==> config.mk <==
export PLATFORM = sky130hd
export DESIGN_NAME = fpcl_port
export DESIGN_NICKNAME = d
export VERILOG_FILES = /design/src/fpcl_pkg.sv /design/src/fpcl_port.sv
export VERILOG_INCLUDE_DIRS = /design/src
export SDC_FILE = /design/constraint.sdc
export NUM_CORES = 1
export LEC_CHECK = 0
export ABC_AREA = 1
export BUFFER_PORTS_ARGS = -buffer_cell sky130_fd_sc_hd__buf_4
export CORE_MARGIN = 3
export CORE_UTILIZATION = 29
export DETAILED_ROUTE_END_ITERATION = 10
export HOLD_SLACK_MARGIN = 0.05
export SYNTH_ARGS = -nofsm -noshare
export SYNTH_HDL_FRONTEND = slang
export SYNTH_SLANG_ARGS = --single-unit
==> constraint.sdc <==
create_clock -name mclk -period 3.85 [get_ports mclk]
set_clock_uncertainty 0.2 [all_clocks]
set_input_delay 0.77 -clock mclk [delete_from_list [all_inputs] [get_ports mclk]]
set_output_delay 0.77 -clock mclk [all_outputs]
set_load 0.01 [all_outputs]
==> src/fpcl_map.svh <==
`ifndef FPCL_MAP_SVH
`define FPCL_MAP_SVH
// ==========================================
// Clock and timing
`define FPCL_CLK_NS 50
`define FPCL_REQ_TO_LOW_NS 600
`define FPCL_REQ_TO_LOW_CYC (`FPCL_REQ_TO_LOW_NS / `FPCL_CLK_NS)
`define FPCL_STATUS_MIN_US 268
`define FPCL_STATUS_MIN_CYC ((`FPCL_STATUS_MIN_US * 1000 + `FPCL_CLK_NS - 1) / `FPCL_CLK_NS)
`define FPCL_STATUS_MAX_US 1506
`define FPCL_STATUS_MAX_CYC ((`FPCL_STATUS_MAX_US * 1000) / `FPCL_CLK_NS)
`define FPCL_INIT_MIN_US 175
`define FPCL_INIT_MIN_CYC ((`FPCL_INIT_MIN_US * 1000 + `FPCL_CLK_NS - 1) / `FPCL_CLK_NS)
`define FPCL_INIT_MAX_US 437
`define FPCL_INIT_MAX_CYC ((`FPCL_INIT_MAX_US * 1000) / `FPCL_CLK_NS)
`define FPCL_UCLK_GAP_NS 40
`define FPCL_UCLK_GAP_CYC ((`FPCL_UCLK_GAP_NS + `FPCL_CLK_NS - 1) / `FPCL_CLK_NS)
`define FPCL_USER_INIT_EDGES 8576
`define FPCL_INIT_FALL_EDGES 2
`define FPCL_POR_CYC 1000
// ==========================================
// Image layout
`define FPCL_IMAGE_WORDS 64
`define FPCL_OPT_INITDONE_BIT 0
`define FPCL_OPT_UCLK_BIT 1
`endif

==> src/fpcl_pkg.sv <==
package fpcl_pkg;
  // ==========================================
  // Types
  typedef enum logic [5:0] {
    ST_POR = 6'h01,
    ST_HOLD = 6'h02,
    ST_LOAD = 6'h04,
    ST_DONE = 6'h08,
    ST_INIT = 6'h10,
    ST_USER = 6'h20
  } fpcl_state_t;
  typedef enum logic [1:0] {
    W_X8 = 2'h0,
    W_X16 = 2'h1,
    W_X32 = 2'h2
  } fpcl_width_t;
  typedef struct packed {
    logic valid;
    logic [31:0] data;
  } fpcl_word_t;
endpackage

==> src/fpcl_port.sv <==
`timescale 1ns/1ns
`include "fpcl_map.svh"
module fpcl_port #(
  parameter int IMAGE_WORDS = `FPCL_IMAGE_WORDS,
  parameter int POR_CYC = `FPCL_POR_CYC,
  parameter int STATUS_MIN_CYC = `FPCL_STATUS_MIN_CYC,
  parameter int STATUS_MAX_CYC = `FPCL_STATUS_MAX_CYC,
  parameter int USER_INIT_EDGES = `FPCL_USER_INIT_EDGES
) (
  // Clock and reset
  input wire logic mclk,
  input wire logic nrst,
  // Host link pins
  input wire logic config_request_n,
  input wire logic load_strobe,
  input wire logic [31:0] load_data,
  input wire logic [1:0] width_sel,
  input wire logic user_init_clock,
  // Open-drain status line
  input wire logic status_n_in,
  output logic status_n_out,
  output logic status_n_oe,
  // Open-drain init-done line
  output logic init_done_out,
  output logic init_done_oe,
  // Device side
  output logic load_complete,
  output logic user_mode,
  output fpcl_pkg::fpcl_word_t cfg_word,
  output logic [31:0] user_data
);
  localparam int WCW = $clog2(IMAGE_WORDS + 1);
  localparam int INIT_CYC = `FPCL_INIT_MIN_CYC;
  localparam int GAP_CYC = `FPCL_UCLK_GAP_CYC;

  // ==========================================
  // Parameter checks
  initial begin
    if (IMAGE_WORDS < 2 || STATUS_MIN_CYC < 1 || STATUS_MIN_CYC > STATUS_MAX_CYC ||
        POR_CYC < 1 || USER_INIT_EDGES < 1 || USER_INIT_EDGES > 65535) begin
      $error("fpcl_port: unsupported parameter values");
    end
  end

  // Lane mask for the selected bus width
  function automatic logic [31:0] lane_mask(input logic [1:0] w);
    unique case (w)
      fpcl_pkg::W_X8: lane_mask = 32'h0000_00ff;
      fpcl_pkg::W_X16: lane_mask = 32'h0000_ffff;
      default: lane_mask = 32'hffff_ffff;
    endcase
  endfunction

  // ==========================================
  // Pin synchronisers
  logic req_s1, req_s2;
  logic strb_s1, strb_s2, strb_s3;
  logic uclk_s1, uclk_s2, uclk_s3;
  logic stat_s1, stat_s2;
  logic [31:0] data_s1, data_s2;
  logic [1:0] wsel_s1, wsel_s2;

  // Data shares the strobe's latency so a detected edge sees its word
  always_ff @(posedge mclk) begin
    if (!nrst) begin
      // Request flops start at the pin's idle level, so reset leaves no false fall
      {req_s1, req_s2, stat_s1, stat_s2} <= 4'hc;
      {strb_s1, strb_s2, strb_s3, uclk_s1, uclk_s2, uclk_s3} <= 6'h00;
      {data_s1, data_s2} <= 64'h0;
      {wsel_s1, wsel_s2} <= 4'h0;
    end else begin
      {req_s2, req_s1} <= {req_s1, config_request_n};
      {stat_s2, stat_s1} <= {stat_s1, status_n_in};
      {strb_s3, strb_s2, strb_s1} <= {strb_s2, strb_s1, load_strobe};
      {uclk_s3, uclk_s2, uclk_s1} <= {uclk_s2, uclk_s1, user_init_clock};
      {data_s2, data_s1} <= {data_s1, load_data};
      {wsel_s2, wsel_s1} <= {wsel_s1, width_sel};
    end
  end

  // ==========================================
  // Edge decode
  wire strobe_rise = strb_s2 & ~strb_s3;
  wire strobe_fall = ~strb_s2 & strb_s3;
  wire uclk_rise = uclk_s2 & ~uclk_s3;
  wire [31:0] masked_data = data_s2 & lane_mask(wsel_s2);

  // ==========================================
  // Sequencer
  fpcl_pkg::fpcl_state_t state, next_state;
  logic [31:0] timer;
  logic [15:0] edge_cnt;
  logic [WCW-1:0] word_cnt;
  logic opt_initdone, opt_uclk;

  wire in_por = (state == fpcl_pkg::ST_POR);
  wire in_load = (state == fpcl_pkg::ST_LOAD);
  wire req_abort = ~req_s2 & ~in_por;
  // An external low on status stalls loading, the delayed-configuration case
  wire take_word = in_load & strobe_rise & stat_s2;
  wire last_word = take_word && (word_cnt == WCW'(IMAGE_WORDS - 1));
  wire hold_done = (timer >= 32'(STATUS_MIN_CYC - 1)) & req_s2;
  wire gap_done = (timer >= 32'(GAP_CYC));
  wire init_done_osc = ~opt_uclk & (timer >= 32'(INIT_CYC - 1));
  wire init_done_ucl = opt_uclk & gap_done & uclk_rise &
                       (edge_cnt == 16'(USER_INIT_EDGES - 1));
  wire falls_done = strobe_fall && (edge_cnt == 16'(`FPCL_INIT_FALL_EDGES - 1));

  // Next state
  always_comb begin
    next_state = state;
    unique case (state)
      fpcl_pkg::ST_POR: if (timer >= 32'(POR_CYC - 1)) next_state = fpcl_pkg::ST_HOLD;
      fpcl_pkg::ST_HOLD: if (hold_done) next_state = fpcl_pkg::ST_LOAD;
      fpcl_pkg::ST_LOAD: if (last_word) next_state = fpcl_pkg::ST_DONE;
      fpcl_pkg::ST_DONE: if (falls_done) next_state = fpcl_pkg::ST_INIT;
      fpcl_pkg::ST_INIT: if (init_done_osc | init_done_ucl) next_state = fpcl_pkg::ST_USER;
      fpcl_pkg::ST_USER: next_state = fpcl_pkg::ST_USER;
    endcase
    if (req_abort) next_state = fpcl_pkg::ST_HOLD;
  end

  // Abort keeps the hold timer running so status low width is never cut short
  wire restart_timer = (next_state != state) && !(req_abort && state == fpcl_pkg::ST_HOLD);
  wire edge_hit = ((state == fpcl_pkg::ST_DONE) & strobe_fall) |
                  ((state == fpcl_pkg::ST_INIT) & opt_uclk & gap_done & uclk_rise);

  // State and counters
  always_ff @(posedge mclk) begin
    if (!nrst) begin
      state <= fpcl_pkg::ST_POR;
      timer <= 32'h0;
      edge_cnt <= 16'h0;
    end else begin
      state <= next_state;
      timer <= restart_timer ? 32'h0 : timer + 32'h1;
      edge_cnt <= (next_state != state) ? 16'h0 : edge_cnt + {15'h0, edge_hit};
    end
  end

  // Word count and option bits from the first word
  always_ff @(posedge mclk) begin
    if (!nrst) begin
      word_cnt <= '0;
      opt_initdone <= 1'b0;
      opt_uclk <= 1'b0;
    end else if (state == fpcl_pkg::ST_HOLD) begin
      word_cnt <= '0;
      opt_initdone <= 1'b0;
      opt_uclk <= 1'b0;
    end else if (take_word) begin
      word_cnt <= word_cnt + WCW'(1);
      if (word_cnt == '0) begin
        opt_initdone <= masked_data[`FPCL_OPT_INITDONE_BIT];
        opt_uclk <= masked_data[`FPCL_OPT_UCLK_BIT];
      end
    end
  end

  // ==========================================
  // Output decode
  wire next_status_oe = (next_state == fpcl_pkg::ST_POR) ||
                        (next_state == fpcl_pkg::ST_HOLD);
  wire next_load_complete = (next_state == fpcl_pkg::ST_DONE) ||
                            (next_state == fpcl_pkg::ST_INIT) ||
                            (next_state == fpcl_pkg::ST_USER);
  wire next_user_mode = (next_state == fpcl_pkg::ST_USER);
  wire next_init_done_oe = opt_initdone && (next_state == fpcl_pkg::ST_LOAD ||
                           next_state == fpcl_pkg::ST_DONE ||
                           next_state == fpcl_pkg::ST_INIT);
  wire [31:0] next_user_data = user_mode ? data_s2 : 32'h0;

  // Registered pins; state outputs are decoded from next_state, so they change on the same edge as the state
  always_ff @(posedge mclk) begin
    if (!nrst) begin
      status_n_out <= 1'b0;
      status_n_oe <= 1'b1;
      init_done_out <= 1'b0;
      init_done_oe <= 1'b0;
      load_complete <= 1'b0;
      user_mode <= 1'b0;
      cfg_word <= '0;
      user_data <= 32'h0;
    end else begin
      status_n_out <= 1'b0;
      status_n_oe <= next_status_oe;
      init_done_out <= 1'b0;
      init_done_oe <= next_init_done_oe;
      load_complete <= next_load_complete;
      user_mode <= next_user_mode;
      cfg_word <= '{valid: take_word, data: take_word ? masked_data : 32'h0};
      user_data <= next_user_data;
    end
  end

  // Helpers: status low run length, time since request high, time since complete
  logic [31:0] low_run, rel_wait, cd_run;
  always_ff @(posedge mclk) begin
    if (!nrst) begin
      low_run <= 32'h0;
      rel_wait <= 32'h0;
      cd_run <= 32'h0;
    end else begin
      low_run <= status_n_oe ? low_run + 32'h1 : 32'h0;
      rel_wait <= (status_n_oe && req_s2) ? rel_wait + 32'h1 : 32'h0;
      cd_run <= load_complete ? cd_run + 32'h1 : 32'h0;
    end
  end
endmodule // fpcl_port

## Word-level counts from Yosys, hierarchy flattened

Cells that the tools add are included.
W data, S select, Z words.

- Bits in registers: 210
- Input bits: 40
- Output and inout port bits: 71
- Logic and storage cells: 103

- Add/sub/neg operators: 3
- Magnitude comparators: 4
- Eq/ne operators: 17
- Muxes and demuxes: 8
- Bitwise operators: 25
- Reductions and logical operators: 19

Operators by type and width:

| operator | count |
|---|---|
| $pmux W32 S2 | 1 |
| $mux W6 | 6 |
| $pmux W6 S6 | 1 |
| $add A32 B1 Y32 const B | 1 |
| $and A32 B32 Y32 | 1 |
| $ge A32 B1 Y1 const B | 1 |
| $ge A32 B10 Y1 const B | 1 |
| $ge A32 B12 Y1 const B | 1 |
| $ge A32 B13 Y1 const B | 1 |
| $add A16 B1 Y16 | 1 |
| $eq A16 B1 Y1 const B | 1 |
| $eq A16 B14 Y1 const B | 1 |
| $and A1 B1 Y1 | 15 |
| $eq A6 B1 Y1 const B | 2 |
| $eq A6 B2 Y1 const B | 2 |
| $eq A6 B3 Y1 const B | 2 |
| $eq A6 B4 Y1 const B | 2 |
| $eq A6 B5 Y1 const B | 2 |
| $eq A6 B6 Y1 const B | 2 |
| $add A7 B1 Y7 const B | 1 |
| $eq A7 B6 Y1 const B | 1 |
| $logic_not A7 Y1 | 1 |
| $not A1 Y1 | 7 |
| $ne A6 B6 Y1 | 1 |
| other kinds (8) | 21 |

## Logic depth before layout (Yosys ltp)

- Depth after elaboration: 12
- Depth in mapped cells: 19
- Mapped depth without buffers: 19

## Worst setup path after synthesis

Ideal clock, no wire load.

- Path type: reg-to-reg
- Start point: register timer[0]
- End point: register edge_cnt[15]
- Arrival time: 2.464 ns
- Slack: 1.070 ns
- Cell stages (with the launch flop): 20
- Path buffers: 0
- Cell sequence: dfxtp_1 > inv_1 > ha_1 > nand2_1 > nor2_1 > nand2_1 > nor2_1 > nand2_1 > nand3_1 > nand2_1 > ha_1 > inv_1 > nor4_1 > nand3_1 > nor3_1 > nand2_1 > nor2_1 > nand2_1 > xor2_1 > nor2_1

- Cells in the longest elaborated chain, start to end: 10

RTL lines:

| what | RTL line | source |
|---|---|---|
| start: declaration | fpcl_port.sv:91 | `logic [31:0] timer;` |
| start signal: assignment | fpcl_port.sv:136 | `timer <= restart_timer ? 32'h0 : timer + 32'h1;` |
| $ge A32 B1 Y1 | fpcl_port.sv:103 | `wire gap_done = (timer >= 32'(GAP_CYC));` |
| $and A1 B1 Y1 (3 in a row) | fpcl_port.sv:105 | `wire init_done_ucl = opt_uclk & gap_done & uclk_rise &` |
| $or A1 B1 Y1 | fpcl_port.sv:117 | `fpcl_pkg::ST_INIT: if (init_done_osc \| init_done_ucl) next_state = fpcl_pkg::ST_USER;` |
| $mux W6 | fpcl_port.sv:117 |  |
| $pmux W6 S6 | fpcl_port.sv:112 | `unique case (state)` |
| $mux W6 | fpcl_port.sv:120 | `if (req_abort) next_state = fpcl_pkg::ST_HOLD;` |
| $ne A6 B6 Y1 | fpcl_port.sv:137 | `edge_cnt <= (next_state != state) ? 16'h0 : edge_cnt + {15'h0, edge_hit};` |
| $reduce_or A2 Y1 (no line) | n/a |  |
| end signal: assignment | fpcl_port.sv:137 |  |
| end: declaration | fpcl_port.sv:92 | `logic [15:0] edge_cnt;` |

Several ways; a longest one is shown, not always the timed one.
A chain may end at the register's enable or synchronous reset.

## Final worst setup path

Same ends and word-level chain as after synthesis.

==> flow_metrics.py <==
metrics = {
    "clock_network": {
        "numCtsBuffers": 22,
        "cts_tree": "yes",
        "cts.path.max_buffers": 3,
        "cts_resized": 0,
        "clkLatencyLatePin_ns": 0.49,
        "cts_hold_buf": 0,
        "path_clk_slew_ns": 0.06,
        "postCtsSetupRepairBufs": 0,
        "cts-htree-levels": 1,
        "cts_root_buffer": "clkbuf_16",
        "cts_sinks": 210,
    },
    "placement": {
        "port_buffers": 108,
        "hpwlAfterDp_um": 11020,
        "gp_congestion": 0.8113,
    },
    "critical_path": {
        "critical_path_required_ns": 3.99,
        "regToRegStartpoint": "timer[0]",
        "crit_type": "flip-flop to flip-flop",
        "crit_path_start": "timer[0]",
        "worst-path-buf-inv": 2,
        "cpPeakStageDelay_ns": 0.42,
        "crit_path_end_kind": "flip-flop",
        "crit_path_start_kind": "flip-flop",
        "path_max_fanout": 4,
        "cp_top_family": "simple AND/OR/NAND/NOR gates",
        "path_cells": "inv_1 -> ha_1 -> nand2_1 -> nor2_1 -> nand2_1 -> nor2_1 -> nand2_1 -> nand3_1 -> nand2_1 -> ha_1 -> inv_1 -> nor4_1 -> nand3_1 -> nor3_1 -> nand2_1 -> nor2_1 -> nand2_1 -> xor2_1 -> nor2_1",
        "slowest_stage": "nor4_1",
        "cp_common_cell": "nand2_1",
        "crit_arrival_ns": 3.24,
    },
    "floorplan": {
        "row_count": 59,
        "die-area_um2": 29080,
        "core-area_um2": 26350,
        "start_util_pct": 29.79,
        "die_h_um": 170.5,
        "die_w_um": 170.5,
        "io_pins": 111,
    },
    "power_and_ir_drop": {
        "clkPwrFrac_pct": 48.0,
        "power_density_nw_per_um2": 463.3,
        "p_sw_share_pct": 20.03,
        "comb_power_share_pct": 2.7,
        "power_switching_uw": 904.2,
        "leakage_nw": 4.608,
        "internal_power_mw": 3.610,
        "vdd_drop_max_mv": 0.3047,
        "sequentialPowerShare_pct": 49.3,
    },
    "global_route": {
        "gr-total-overflow": 0,
        "grt_first_pass_wirelength_um": 25600,
        "antenna_found_initial": 0,
        "grtUsageTotal_pct": 10.41,
        "grt_pass1_vias": 5537,
        "grt_start_max_net_pins": 49,
    },
    "route": {
        "via_count": 5852,
        "routed_wirelength_um": 15290,
        "wl_per_cell_um": 10.55,
        "drt_iter0_markers": 257,
        "first_pass_iters": 5,
        "viasPerCell": 4.039,
        "detail-route-antenna-nets": 0,
        "drcViolationCount": 0,
    },
    "synthesis": {
        "avgSynthCellArea_um2": 7.979,
        "ys_warn_count": 0,
        "ys_ff_latch": 210,
        "yosysSeqAreaShare_pct": 53.55,
        "ys_types": 35,
        "netlist_area_um2": 7851,
        "synthCells": 984,
    },
    "cells_and_area": {
        "area_growth_syn_to_layout_pct": 24.11,
        "nNetsFinal": 1146,
        "drive_above_1_share_pct": 17.77,
        "diodes": 0,
    },
    "job": {
        "maxCapViolCount": 0,
    },
    "sta": {
        "hold_violations": 0,
        "fmax_mhz": 322.0,
        "slew_violations": 0,
        "layout_min_cycle_time_ns": 3.105,
        "worst_pin_slew_ns": 0.9041,
        "finalSetupTns_ns": 0,
        "rsz0062_at_grt": "no",
        "setup_viol": 0,
        "fin_hold_ws_ns": 0.2088,
        "finalCritPeriodShare_pct": 80.65,
        "slew_headroom_pct": 39.73,
    },
    "hold_path": {
        "min_path_type": "flip-flop to flip-flop",
        "min_from": "data_s1[21]",
    },
    "run_status": {
        "status": "finished, final reports clean",
    },
}
cells by family after synthesis:
family	synth area share [%]
AND/OR/NAND/NOR	27.49
adder cells (fa/ha/maj)	1.115
other	0.04776
flip-flops	53.55
XOR/XNOR	4.685
AO/OA/AOI/OAI	1.849
buffers and inverters	11.27
cells in the final DEF, fill, tap and decap left out, types with 11 or more instances in the layout:
master / n
dfxtp_1: 210
inv_1: 197
nand2_1: 186
nor2_1: 162
buf_4: 112
nand3_1: 37
xor2_1: 33
nor3_1: 24
nor2_4: 23
clkbuf_16: 23
nand4_1: 12
o21ai_0: 11
cell usage after synthesis, drive strengths merged:
master | number | area (um2)
a211oi | 1 | 7.510
a21oi | 11 | 62.56
a31oi | 1 | 6.260
and2 | 1 | 6.260
buf | 7 | 76.32
clkbuf | 15 | 57.55
conb | 1 | 3.750
dfxtp | 210 | 4204
ha | 7 | 87.58
inv | 200 | 750.7
nand2 | 194 | 748.2
nand3 | 40 | 210.2
nand4 | 12 | 75.07
nor2 | 188 | 885.9
nor3 | 25 | 130.1
nor3b | 2 | 15.01
nor4 | 7 | 43.79
o21ai | 13 | 68.81
or2 | 6 | 37.54
or3 | 1 | 6.260
xnor2 | 9 | 78.83
xor2 | 33 | 289.0
through the flow:
| step | power, mW | setup WS (ns) | area (um2) | utilization [%] | std cells |
|---|---|---|---|---|---|
| 2_1_floorplan | 2.353 | 1.070 | 7855 | - | 985 |
| 3_3_place_gp | 2.396 | 0.8076 | 8986 | 34.10 | 1410 |
| 3_5_place_dp | 2.399 | 0.7162 | 8986 | 34.10 | 1410 |
| 4_1_cts | 4.586 | 0.6922 | 9744 | 36.97 | 1449 |
| 5_1_grt | 4.701 | 0.3705 | 9744 | 36.97 | 1449 |
| 6_report | 4.514 | 0.7448 | 9744 | 36.97 | 1449 |
layer usage:
metal | wire length, um | global-route usage (%)
met1 | 7043 | 13.50
met3 | 632 | 1.964
met2 | 7225 | 17.56
met4 | 384 | 3.316
met5 | 0 | 0
state kept, by name (all words and copies together), names as in the netlist, 6 cells and up:
| signal | flops |
|---|---|
| state | 6 |
| word_cnt | 7 |
| data_s1 | 32 |
| user_data | 32 |
| data_s2 | 32 |
| cfg_word | 33 |
| timer | 32 |
| edge_cnt | 16 |
worst reg2reg max path: cells and delay by family, from the launching register on:
family / cells / cell delay, ns
flip-flops: 1 / 0.41
adder cells (fa/ha/maj): 2 / 0.37
buffers and inverters: 2 / 0.16
AND/OR/NAND/NOR: 14 / 1.69
XOR/XNOR: 1 / 0.13
power groups by stage:
stage          clock [mW]  sequential [mW]  combinational [mW]
2_1_floorplan           0             2.27              0.0825
6_report             2.17             2.22               0.122
3_5_place_dp            0             2.27               0.125
4_1_cts              2.24             2.22               0.126
3_3_place_gp            0             2.27               0.124
5_1_grt              2.33             2.23               0.143
cell type report:
| type | count | area, um2 |
|---|---|---|
| multi-input cells | 553 | 2771 |
| inverters | 200 | 750.7 |
| clock inverters | 10 | 130.1 |
| clock buffers | 29 | 628.1 |
| well taps | 335 | 419.2 |
| repair buffers | 112 | 840.8 |
| flip-flops and latches | 210 | 4204 |
| fillers | 2671 | 16610 |
path summary, 6_finish.rpt:
path              slack [ns]      endpoint  cells after the start
setup / recovery        0.74  edge_cnt[15]                     19
hold / removal          0.21   data_s2[21]                      2
setup reg to reg        0.74  edge_cnt[15]                     19
hold reg to reg         0.21   data_s2[21]                      2
Note: power is estimated with default switching activity, not from simulation.
